==> src/verilog/ata_cfg_map.svh <==
// register map constants for the drive interface configuration bank
`ifndef ATA_CFG_MAP_SVH
`define ATA_CFG_MAP_SVH
`define BANK_BASE 16'hF0C0
`define OFF_CFG0 5'h10
`define OFF_CFG1 5'h11
`define OFF_ACC0 5'h12
`define OFF_ACC1 5'h13
`define OFF_ACC2 5'h14
`define OFF_ACC3 5'h15
`define OFF_CNT0 5'h16
`define OFF_CNT1 5'h17
`define OFF_CNT2 5'h18
`define OFF_CNT3 5'h19
`define OFF_CMDLEN 5'h1A
`define OFF_SECCNT 5'h1B
`define OFF_PIO_AST 5'h1C
`define OFF_PIO_REC 5'h1D
`define OFF_DMA_AST 5'h1E
`define OFF_DMA_REC 5'h1F
`define BIT_VIEW_SEL 7
`define BIT_WP_ABORT 3
`define BIT_DIR_CHECK 2
`define CFG0_WR_MASK 8'h8F
`define REG_RESET 8'h00
`define PROTO_PIO 2'b00
`define PROTO_MDMA 2'b01
`define PROTO_UDMA 2'b11
`endif

==> src/verilog/ata_cfg_pkg.sv <==
// types for the drive interface configuration bank
package ata_cfg_pkg;
    typedef enum logic [3:0] {
        ST_IDLE = 4'b0001,
        ST_CHECK = 4'b0010,
        ST_RUN = 4'b0100,
        ST_PEND = 4'b1000
    } xfer_state_e;
    typedef logic [7:0] byte_t;
endpackage

==> src/verilog/ata_cfg_bus_if.sv <==
// bus between register decode and the transfer policy unit
`timescale 1ns/1ps
interface ata_cfg_bus_if;
    logic [1:0] proto;
    logic dir_check_en;
    logic wp_abort_en;
    logic start;
    logic is_packet;
    logic dir_match;
    logic usb_count_mismatch;
    logic fifo_empty;
    logic mcu_go;
    logic pend;
    logic dir_err;
    logic flush;
    logic move;
    logic abort;
    modport ctrl (input proto, dir_check_en, wp_abort_en, start, is_packet, dir_match,
        usb_count_mismatch, fifo_empty, mcu_go, output pend, dir_err, flush, move, abort);
    modport bank (output proto, dir_check_en, wp_abort_en, start, is_packet, dir_match,
        usb_count_mismatch, fifo_empty, mcu_go, input pend, dir_err, flush, move, abort);
endinterface

==> src/verilog/ata_interface_config_bank.sv <==
// drive interface group-1 configuration register bank
// ---------------------------------------------------------------
// Notes on behaviour
// - sixteen byte registers at offsets 10h-1Fh above base F0C0.
// - 32-bit byte count at 16h-19h, least significant byte lowest.
// - power-up or watchdog reset clears configuration register 0.
// - usb bus reset leaves configuration register 0 untouched.
// - bit 7 picks usb count (0) or drive count (1) for reads.
// - bits 1:0 pick pio, multiword dma, ultra dma; 10 reserved.
// - bit 2 enables direction check before packet dma transfers.
// - direction mismatch aborts transfer and sets direction error flag.
// - direction check is ignored for plain ata transfers.
// - usb count mismatch on write pauses fifo draining until mcu decides.
// - bit 3 set: mcu may abort and flush the last packet.
// - bit 3 clear: fifo drains to drive up to the wrapper length.
// - pio and dma assertion/recovery timing registers at 1Ch-1Fh.
// - command length at 1Ah, block sector count at 1Bh.
// ---------------------------------------------------------------
`timescale 1ns/1ps
`include "ata_cfg_map.svh"
module ata_interface_config_bank
    import ata_cfg_pkg::*;
(
    input wire logic CLK_SYS_I, // 10 MHz system clock
    input wire logic RST_I, // power-up or watchdog reset, high
    input wire logic USB_RST_I, // usb bus reset, ignored by the bank
    input wire logic [15:0] XADDR_I, // mcu external data address
    input wire logic XWR_I, // write strobe, one cycle
    input wire logic XRD_I, // read strobe, one cycle
    input wire logic [7:0] XWDATA_I, // write data
    input wire logic [31:0] USB_COUNT_I, // usb-side byte count
    input wire logic [31:0] DRIVE_COUNT_I, // drive-side byte count
    input wire logic [7:0] CONFIG1_I, // config register 1 view
    input wire logic [7:0] ACC2_STATUS_I, // access reg 2 view
    input wire logic [7:0] ACC3_STATUS_I, // access reg 3 view
    input wire logic START_I, // data stage start pulse
    input wire logic PACKET_I, // drive uses packet protocol
    input wire logic DIR_MATCH_I, // bridge and drive dma direction agree
    input wire logic USB_MISMATCH_I, // usb byte count mismatch on write
    input wire logic FIFO_EMPTY_I, // sector fifo drained
    input wire logic MCU_GO_I, // mcu decision on pending write
    output logic [7:0] XRDATA_O, // read data
    output logic XRVALID_O, // read data valid
    output logic [7:0] ACC0_O, // access reg 0
    output logic [7:0] ACC1_O, // access reg 1
    output logic [1:0] PROTO_O, // transfer protocol select
    output logic [7:0] CMD_LEN_O, // command length
    output logic [7:0] SECTOR_COUNT_O, // block sector count
    output logic [7:0] PIO_ASSERT_O, // pio assertion time
    output logic [7:0] PIO_RECOVERY_O, // pio recovery time
    output logic [7:0] DMA_ASSERT_O, // dma assertion time
    output logic [7:0] DMA_RECOVERY_O, // dma recovery time
    output logic DIR_SEQ_ERR_O, // direction error pulse to interrupt reg 1
    output logic WRITE_PENDING_O, // write paused for mcu
    output logic FIFO_MOVE_O, // fifo to drive moving
    output logic FIFO_FLUSH_O, // flush last packet, pulse
    output logic XFER_ABORT_O // transfer abort, pulse
);
    // ---------------------------------------------------------------
    // state
    // ---------------------------------------------------------------
    typedef struct packed {
        byte_t cfg0;
        byte_t acc0;
        byte_t acc1;
        byte_t cmd_len;
        byte_t sec_cnt;
        byte_t pio_ast;
        byte_t pio_rec;
        byte_t dma_ast;
        byte_t dma_rec;
        byte_t rdata;
        logic rvalid;
    } bank_s;
    bank_s q;
    bank_s next_q;
    logic hit;
    logic [4:0] off;
    logic [31:0] count_view;
    byte_t rd_mux;
    logic [1:0] cnt_idx;
    ata_cfg_bus_if pol_bus();

    // ---------------------------------------------------------------
    // decode
    // ---------------------------------------------------------------
    // upper half of the 32-byte window only; lower half is the task file
    assign hit = (XADDR_I[15:5] == `BANK_BASE >> 5) && XADDR_I[4];
    assign off = XADDR_I[4:0];
    assign count_view = q.cfg0[`BIT_VIEW_SEL] ? DRIVE_COUNT_I : USB_COUNT_I;
    assign cnt_idx = off[1:0] - 2'b10;

    always_comb begin
        rd_mux = `REG_RESET;
        if (off == `OFF_CFG0) begin
            rd_mux = q.cfg0;
        end else if (off == `OFF_CFG1) begin
            rd_mux = CONFIG1_I;
        end else if (off == `OFF_ACC0) begin
            rd_mux = q.acc0;
        end else if (off == `OFF_ACC1) begin
            rd_mux = q.acc1;
        end else if (off == `OFF_ACC2) begin
            rd_mux = ACC2_STATUS_I;
        end else if (off == `OFF_ACC3) begin
            rd_mux = ACC3_STATUS_I;
        end else if (off >= `OFF_CNT0 && off <= `OFF_CNT3) begin
            rd_mux = count_view[cnt_idx*8 +: 8];
        end else if (off == `OFF_CMDLEN) begin
            rd_mux = q.cmd_len;
        end else if (off == `OFF_SECCNT) begin
            rd_mux = q.sec_cnt;
        end else if (off == `OFF_PIO_AST) begin
            rd_mux = q.pio_ast;
        end else if (off == `OFF_PIO_REC) begin
            rd_mux = q.pio_rec;
        end else if (off == `OFF_DMA_AST) begin
            rd_mux = q.dma_ast;
        end else if (off == `OFF_DMA_REC) begin
            rd_mux = q.dma_rec;
        end
    end

    // ---------------------------------------------------------------
    // register update
    // ---------------------------------------------------------------
    always_comb begin
        next_q = q;
        next_q.rvalid = XRD_I && hit;
        next_q.rdata = (XRD_I && hit) ? rd_mux : `REG_RESET;
        if (XWR_I && hit) begin
            if (off == `OFF_CFG0) begin
                // reserved bits 6:4 stay zero whatever is written
                next_q.cfg0 = XWDATA_I & `CFG0_WR_MASK;
            end else if (off == `OFF_ACC0) begin
                next_q.acc0 = XWDATA_I;
            end else if (off == `OFF_ACC1) begin
                next_q.acc1 = XWDATA_I;
            end else if (off == `OFF_CMDLEN) begin
                next_q.cmd_len = XWDATA_I;
            end else if (off == `OFF_SECCNT) begin
                next_q.sec_cnt = XWDATA_I;
            end else if (off == `OFF_PIO_AST) begin
                next_q.pio_ast = XWDATA_I;
            end else if (off == `OFF_PIO_REC) begin
                next_q.pio_rec = XWDATA_I;
            end else if (off == `OFF_DMA_AST) begin
                next_q.dma_ast = XWDATA_I;
            end else if (off == `OFF_DMA_REC) begin
                next_q.dma_rec = XWDATA_I;
            end
        end
    end

    // usb reset deliberately not wired into this process
    always_ff @(posedge CLK_SYS_I or posedge RST_I) begin
        if (RST_I) begin
            q <= '0;
        end else begin
            q <= next_q;
        end
    end

    // ---------------------------------------------------------------
    // transfer policy
    // ---------------------------------------------------------------
    assign pol_bus.proto = q.cfg0[1:0];
    assign pol_bus.dir_check_en = q.cfg0[`BIT_DIR_CHECK];
    assign pol_bus.wp_abort_en = q.cfg0[`BIT_WP_ABORT];
    assign pol_bus.start = START_I;
    assign pol_bus.is_packet = PACKET_I;
    assign pol_bus.dir_match = DIR_MATCH_I;
    assign pol_bus.usb_count_mismatch = USB_MISMATCH_I;
    assign pol_bus.fifo_empty = FIFO_EMPTY_I;
    assign pol_bus.mcu_go = MCU_GO_I;

    ata_xfer_policy ata_xfer_policy_inst (
        .clk_i(CLK_SYS_I),
        .rst_i(RST_I),
        .bus(pol_bus.ctrl)
    );

    // ---------------------------------------------------------------
    // outputs
    // ---------------------------------------------------------------
    assign XRDATA_O = q.rdata;
    assign XRVALID_O = q.rvalid;
    assign ACC0_O = q.acc0;
    assign ACC1_O = q.acc1;
    assign PROTO_O = q.cfg0[1:0];
    assign CMD_LEN_O = q.cmd_len;
    assign SECTOR_COUNT_O = q.sec_cnt;
    assign PIO_ASSERT_O = q.pio_ast;
    assign PIO_RECOVERY_O = q.pio_rec;
    assign DMA_ASSERT_O = q.dma_ast;
    assign DMA_RECOVERY_O = q.dma_rec;
    assign DIR_SEQ_ERR_O = pol_bus.dir_err;
    assign WRITE_PENDING_O = pol_bus.pend;
    assign FIFO_MOVE_O = pol_bus.move;
    assign FIFO_FLUSH_O = pol_bus.flush;
    assign XFER_ABORT_O = pol_bus.abort;
endmodule // ata_interface_config_bank

==> src/verilog/ata_xfer_policy.sv <==
// transfer policy: direction check and write-pending handling
`timescale 1ns/1ps
module ata_xfer_policy
    import ata_cfg_pkg::*;
(
    input wire logic clk_i, // system clock
    input wire logic rst_i, // async reset, high
    ata_cfg_bus_if.ctrl bus // policy controls and events
);
    typedef struct packed {
        xfer_state_e st;
        logic pend;
        logic dir_err;
        logic flush;
        logic move;
        logic abort;
    } pol_s;
    pol_s q;
    pol_s next_q;
    logic is_dma;

    assign is_dma = (bus.proto == `PROTO_MDMA) || (bus.proto == `PROTO_UDMA);

    always_comb begin
        next_q = q;
        next_q.dir_err = 1'b0;
        next_q.flush = 1'b0;
        next_q.abort = 1'b0;
        case (q.st)
            ST_IDLE: begin
                if (bus.start) begin
                    // only packet-protocol dma is checked; plain ata skips it
                    if (bus.dir_check_en && bus.is_packet && is_dma) begin
                        next_q.st = ST_CHECK;
                    end else begin
                        next_q.st = ST_RUN;
                        next_q.move = 1'b1;
                    end
                end
            end
            ST_CHECK: begin
                if (bus.dir_match) begin
                    next_q.st = ST_RUN;
                    next_q.move = 1'b1;
                end else begin
                    next_q.st = ST_IDLE;
                    next_q.abort = 1'b1;
                    next_q.dir_err = 1'b1;
                end
            end
            ST_RUN: begin
                if (bus.usb_count_mismatch) begin
                    next_q.st = ST_PEND;
                    next_q.move = 1'b0;
                    next_q.pend = 1'b1;
                end else if (bus.fifo_empty) begin
                    next_q.st = ST_IDLE;
                    next_q.move = 1'b0;
                end
            end
            ST_PEND: begin
                // policy bit is sampled when the mcu releases the pause
                if (bus.mcu_go) begin
                    next_q.pend = 1'b0;
                    if (bus.wp_abort_en) begin
                        next_q.st = ST_IDLE;
                        next_q.flush = 1'b1;
                        next_q.abort = 1'b1;
                    end else begin
                        next_q.st = ST_RUN;
                        next_q.move = 1'b1;
                    end
                end
            end
            default: next_q.st = ST_IDLE;
        endcase
    end

    always_ff @(posedge clk_i or posedge rst_i) begin
        if (rst_i) begin
            q <= '{st: ST_IDLE, default: 1'b0};
        end else begin
            q <= next_q;
        end
    end

    assign bus.pend = q.pend;
    assign bus.dir_err = q.dir_err;
    assign bus.flush = q.flush;
    assign bus.move = q.move;
    assign bus.abort = q.abort;
endmodule // ata_xfer_policy
==> config.mk <==
export PLATFORM = sky130hd
export DESIGN_NAME = ata_interface_config_bank
export DESIGN_NICKNAME = d
export VERILOG_FILES = /design/src/verilog/ata_cfg_pkg.sv /design/src/verilog/ata_cfg_bus_if.sv /design/src/verilog/ata_interface_config_bank.sv /design/src/verilog/ata_xfer_policy.sv
export VERILOG_INCLUDE_DIRS = /design/src /design/src/verilog
export SDC_FILE = /design/constraint.sdc
export NUM_CORES = 1
export LEC_CHECK = 0
export ABC_AREA = 1
export BUFFER_PORTS_ARGS = -buffer_cell sky130_fd_sc_hd__buf_2
export CAP_MARGIN = 10
export CORE_MARGIN = 5
export CORE_UTILIZATION = 45
export CTS_BUF_LIST = sky130_fd_sc_hd__clkbuf_2 sky130_fd_sc_hd__clkbuf_4 sky130_fd_sc_hd__clkbuf_8
export DETAILED_ROUTE_END_ITERATION = 12
export PLACE_DENSITY = 0.74
export SLEW_MARGIN = 0
export SYNTH_ARGS = -nofsm -noshare
export SYNTH_HDL_FRONTEND = slang
export SYNTH_SLANG_ARGS = --single-unit
==> constraint.sdc <==
create_clock -name CLK_SYS_I -period 8.1 [get_ports CLK_SYS_I]
set_input_delay 1.62 -clock CLK_SYS_I [delete_from_list [all_inputs] [get_ports CLK_SYS_I]]
set_output_delay 1.62 -clock CLK_SYS_I [all_outputs]
set_load 0.005 [all_outputs]
==> results.md <==
* Outcome: complete, no violations
* Drc violations at 0
* Area leader, netlist: dfrtp_1
* CTS tree: built
* Placed inst area at 5860 um^2
* FF+latch count, synth at 87
* Sequential area share after synthesis at 41.2%
* Post-layout util at 53.1%
* # resized after CTS at 0
* Most frequent cells after synthesis: 259 x nand2_1, 88 x o21ai_0, 86 x dfrtp_1, 74 x buf_4
* Unrepaired setup endpoints after global routing: no
* Hold Vio Cnt, Final at 0
* Core Area at 11500 um^2
* Max cap viols at 0
* Vias after detailed routing at 5262
* Initial core utilization at 46.1%
* Hold buffers post-CTS at 0
* Die width at 118 um
* Initial antenna violation count at 0
* Routability cong. at 0.855
* Vias in the first global route at 5132
* CTS Buf Count at 9
* Syn avg cell area at 7.10 um^2
* Max transition margin at 39.6%
* P_leak at 0.00342 uW
* Ys Warns at 0
* Vias per cell at 5.17
* Post-Layout Cell Count at 1017
* Slew Viols, Final at 0
* Post-synth top area share at 40.7%
* Clk_skew at 0.00547 ns
* Die area at 14000 um^2
* Clock latency on the worst-skew pair at 0.36 ns
* CTS clock-pin slew for the worst setup and hold paths at 0.08 ns
* # clock sinks at 87
* PortBufs at 201
* Synth area leaders: dfrtp_1 41%, nand2_1 18%, buf_4 11%
* Critical path fanouts, max at 9
* Htree depth at 3
* Clock Path Buffers at 2
* VDD IR-drop max at 0.0763 mV
* CP Launch Type: primary input
* All-layer global routing usage at 24.3%
* Post-route cell area at 6090 um^2
* Layout cells sized above 1 at 27.1%
* Total grt overflow at 0
* P&R area growth vs syn at 15.1%
* Final min period at 3.36 ns
* Fmax at 0.298 GHz
* Drt initial violations at 413
* Cell Pwr Density at 154 nW/um^2
* # setup viols final at 0
* Die Ht at 118 um
* Detailed Routing Iterations Pass 1 at 5
* FFs w/ async S/R, synth at 100%
* Antenna Nets Post-Route at 0
* Mapped Cells at 745
* Post-synth net total at 868
* Io pins at 203
* Synth Flop Type: dfrtp_1
* Setup crit end kind: flop
* Setup bufs post-CTS at 0
* Placed Cells incl. Taps at 1001
* Total negative slack at 0 ns
* Largest net degree at the start of global routing at 50
* EDFF count, synth at 0
* Data required, critical path at 8.35 ns
* Period Utilization, post-route at 41.5%
* Final #Nets at 992
* CP arrival at 3.61 ns
* Dpl hpwl at 13.5 mm
* Avg WL per Cell at 16.9 um
* Post-Syn Area at 5290 um^2
* Hold Path Class: flop to flop
* Antenna diode count at 0
* Root Driver: clkbuf_8
* Most common cell in the synthesized netlist: nand2_1
* Cell variety after synth at 27
* First-pass GRT wire length at 27.2 mm
* Final WL at 17.2 mm
* Slew of the pin with the lowest slew margin at 0.902 ns
* Setup CP Type: primary input to flop
* Rows at 39
==> final timing paths <==
| check | from | to | slack (ns) | cells past startpoint |
|---|---|---|---|---|
| max | XADDR_I[0] | XRDATA_O[6] | 4.74 | 13 |
| min reg2reg | pol_bus.wp_abort_en | pol_bus.wp_abort_en | 0.49 | 2 |
| min | pol_bus.wp_abort_en | pol_bus.wp_abort_en | 0.49 | 2 |
| min in group asynchronous | RST_I | ACC1_O[6] | 1.33 | 2 |
| max in group asynchronous | RST_I | CMD_LEN_O[1] | 5.70 | 3 |
| max reg2reg | q[80] | XRDATA_O[6] | 5.81 | 9 |
==> stage by stage <==
step	power, uW	hold WS, ns	worst slack, ns
after floorplan	548	0.453	4.23
after global placement	611	0.473	4.34
after detailed placement	614	0.475	4.40
after CTS	946	0.495	4.78
after global routing	987	0.537	4.54
final	939	0.493	4.74
==> layout make-up <==
cell class	instances	area, um^2
tap	143	179
timing repair buffer	203	1020
clock buffer	14	193
fill	1145	5380
sequential	87	2180
clock inverter	2	35.0
multi-input combinational	513	2280
inverter	55	208
==> cells by family (layout without fill, tap and decap cells) <==
logic type	Yosys count	after routing	synth area share, %
flops	87	87	41.2
buf+inv	145	274	15.8
simple gates	389	389	30.7
compound gates	124	124	12.4
==> routing by layer <==
metal	share of wire [%]	up-vias	GRT usage, %
met2	46	239	40.0
met4	2.4	0	8.86
met5	0	-	0
met1	41	2415	30.5
li1	-	2578	-
met3	10	30	7.02
==> cells in the final DEF, fill, tap and decap left out <==
master,netlist,routed
nand2_1,259,259
nor3_2,2,2
o211ai_1,3,3
dfstp_2,1,1
nor2_2,6,6
nand3b_1,2,2
a21oi_1,22,22
clkbuf_8,0,14
inv_2,2,2
nor4_1,2,2
nor3_1,6,6
a22o_1,2,2
o21ai_0,88,88
inv_1,53,52
o211ai_4,1,1
o21ai_1,7,7
nor3b_4,1,1
clkinv_2,0,2
buf_2,4,201
nor4b_1,1,1
buf_4,74,2
o21a_1,1,1
bufinv_16,0,1
nand3_1,38,38
nor2_1,53,53
or2_2,4,4
nand4_1,15,15
dfrtp_1,86,86
==> state kept, by name, indices dropped and copies added, names as in the netlist, 2 cells and up <==
register                count
XRDATA_O                    8
DMA_RECOVERY_O              8
ACC1_O                      8
PIO_RECOVERY_O              8
SECTOR_COUNT_O              8
CMD_LEN_O                   8
ata_xfer_policy_inst.q      4
PROTO_O                     2
PIO_ASSERT_O                8
DMA_ASSERT_O                8
ACC0_O                      8
==> where the power goes <==
part	switching, uW	internal [uW]	total (uW)	leakage (uW)
Combinational	94.4	57.4	152	0.00211
Sequential	6.31	448	454	0.00119
Clock	149	184	333	0.000119
==> worst max-delay path, stage by stage <==
cell     delay (ns)
buf_2          0.14
inv_1          0.15
nand2_1        0.28
nor2_2         0.45
inv_1          0.21
o21ai_0        0.16
nor2_1         0.07
o21ai_0        0.09
nand2_1        0.09
nand2_1        0.06
nand4_1        0.09
nor2_1         0.14
nor2_1         0.06
Note: power is estimated with default switching activity, not from simulation.
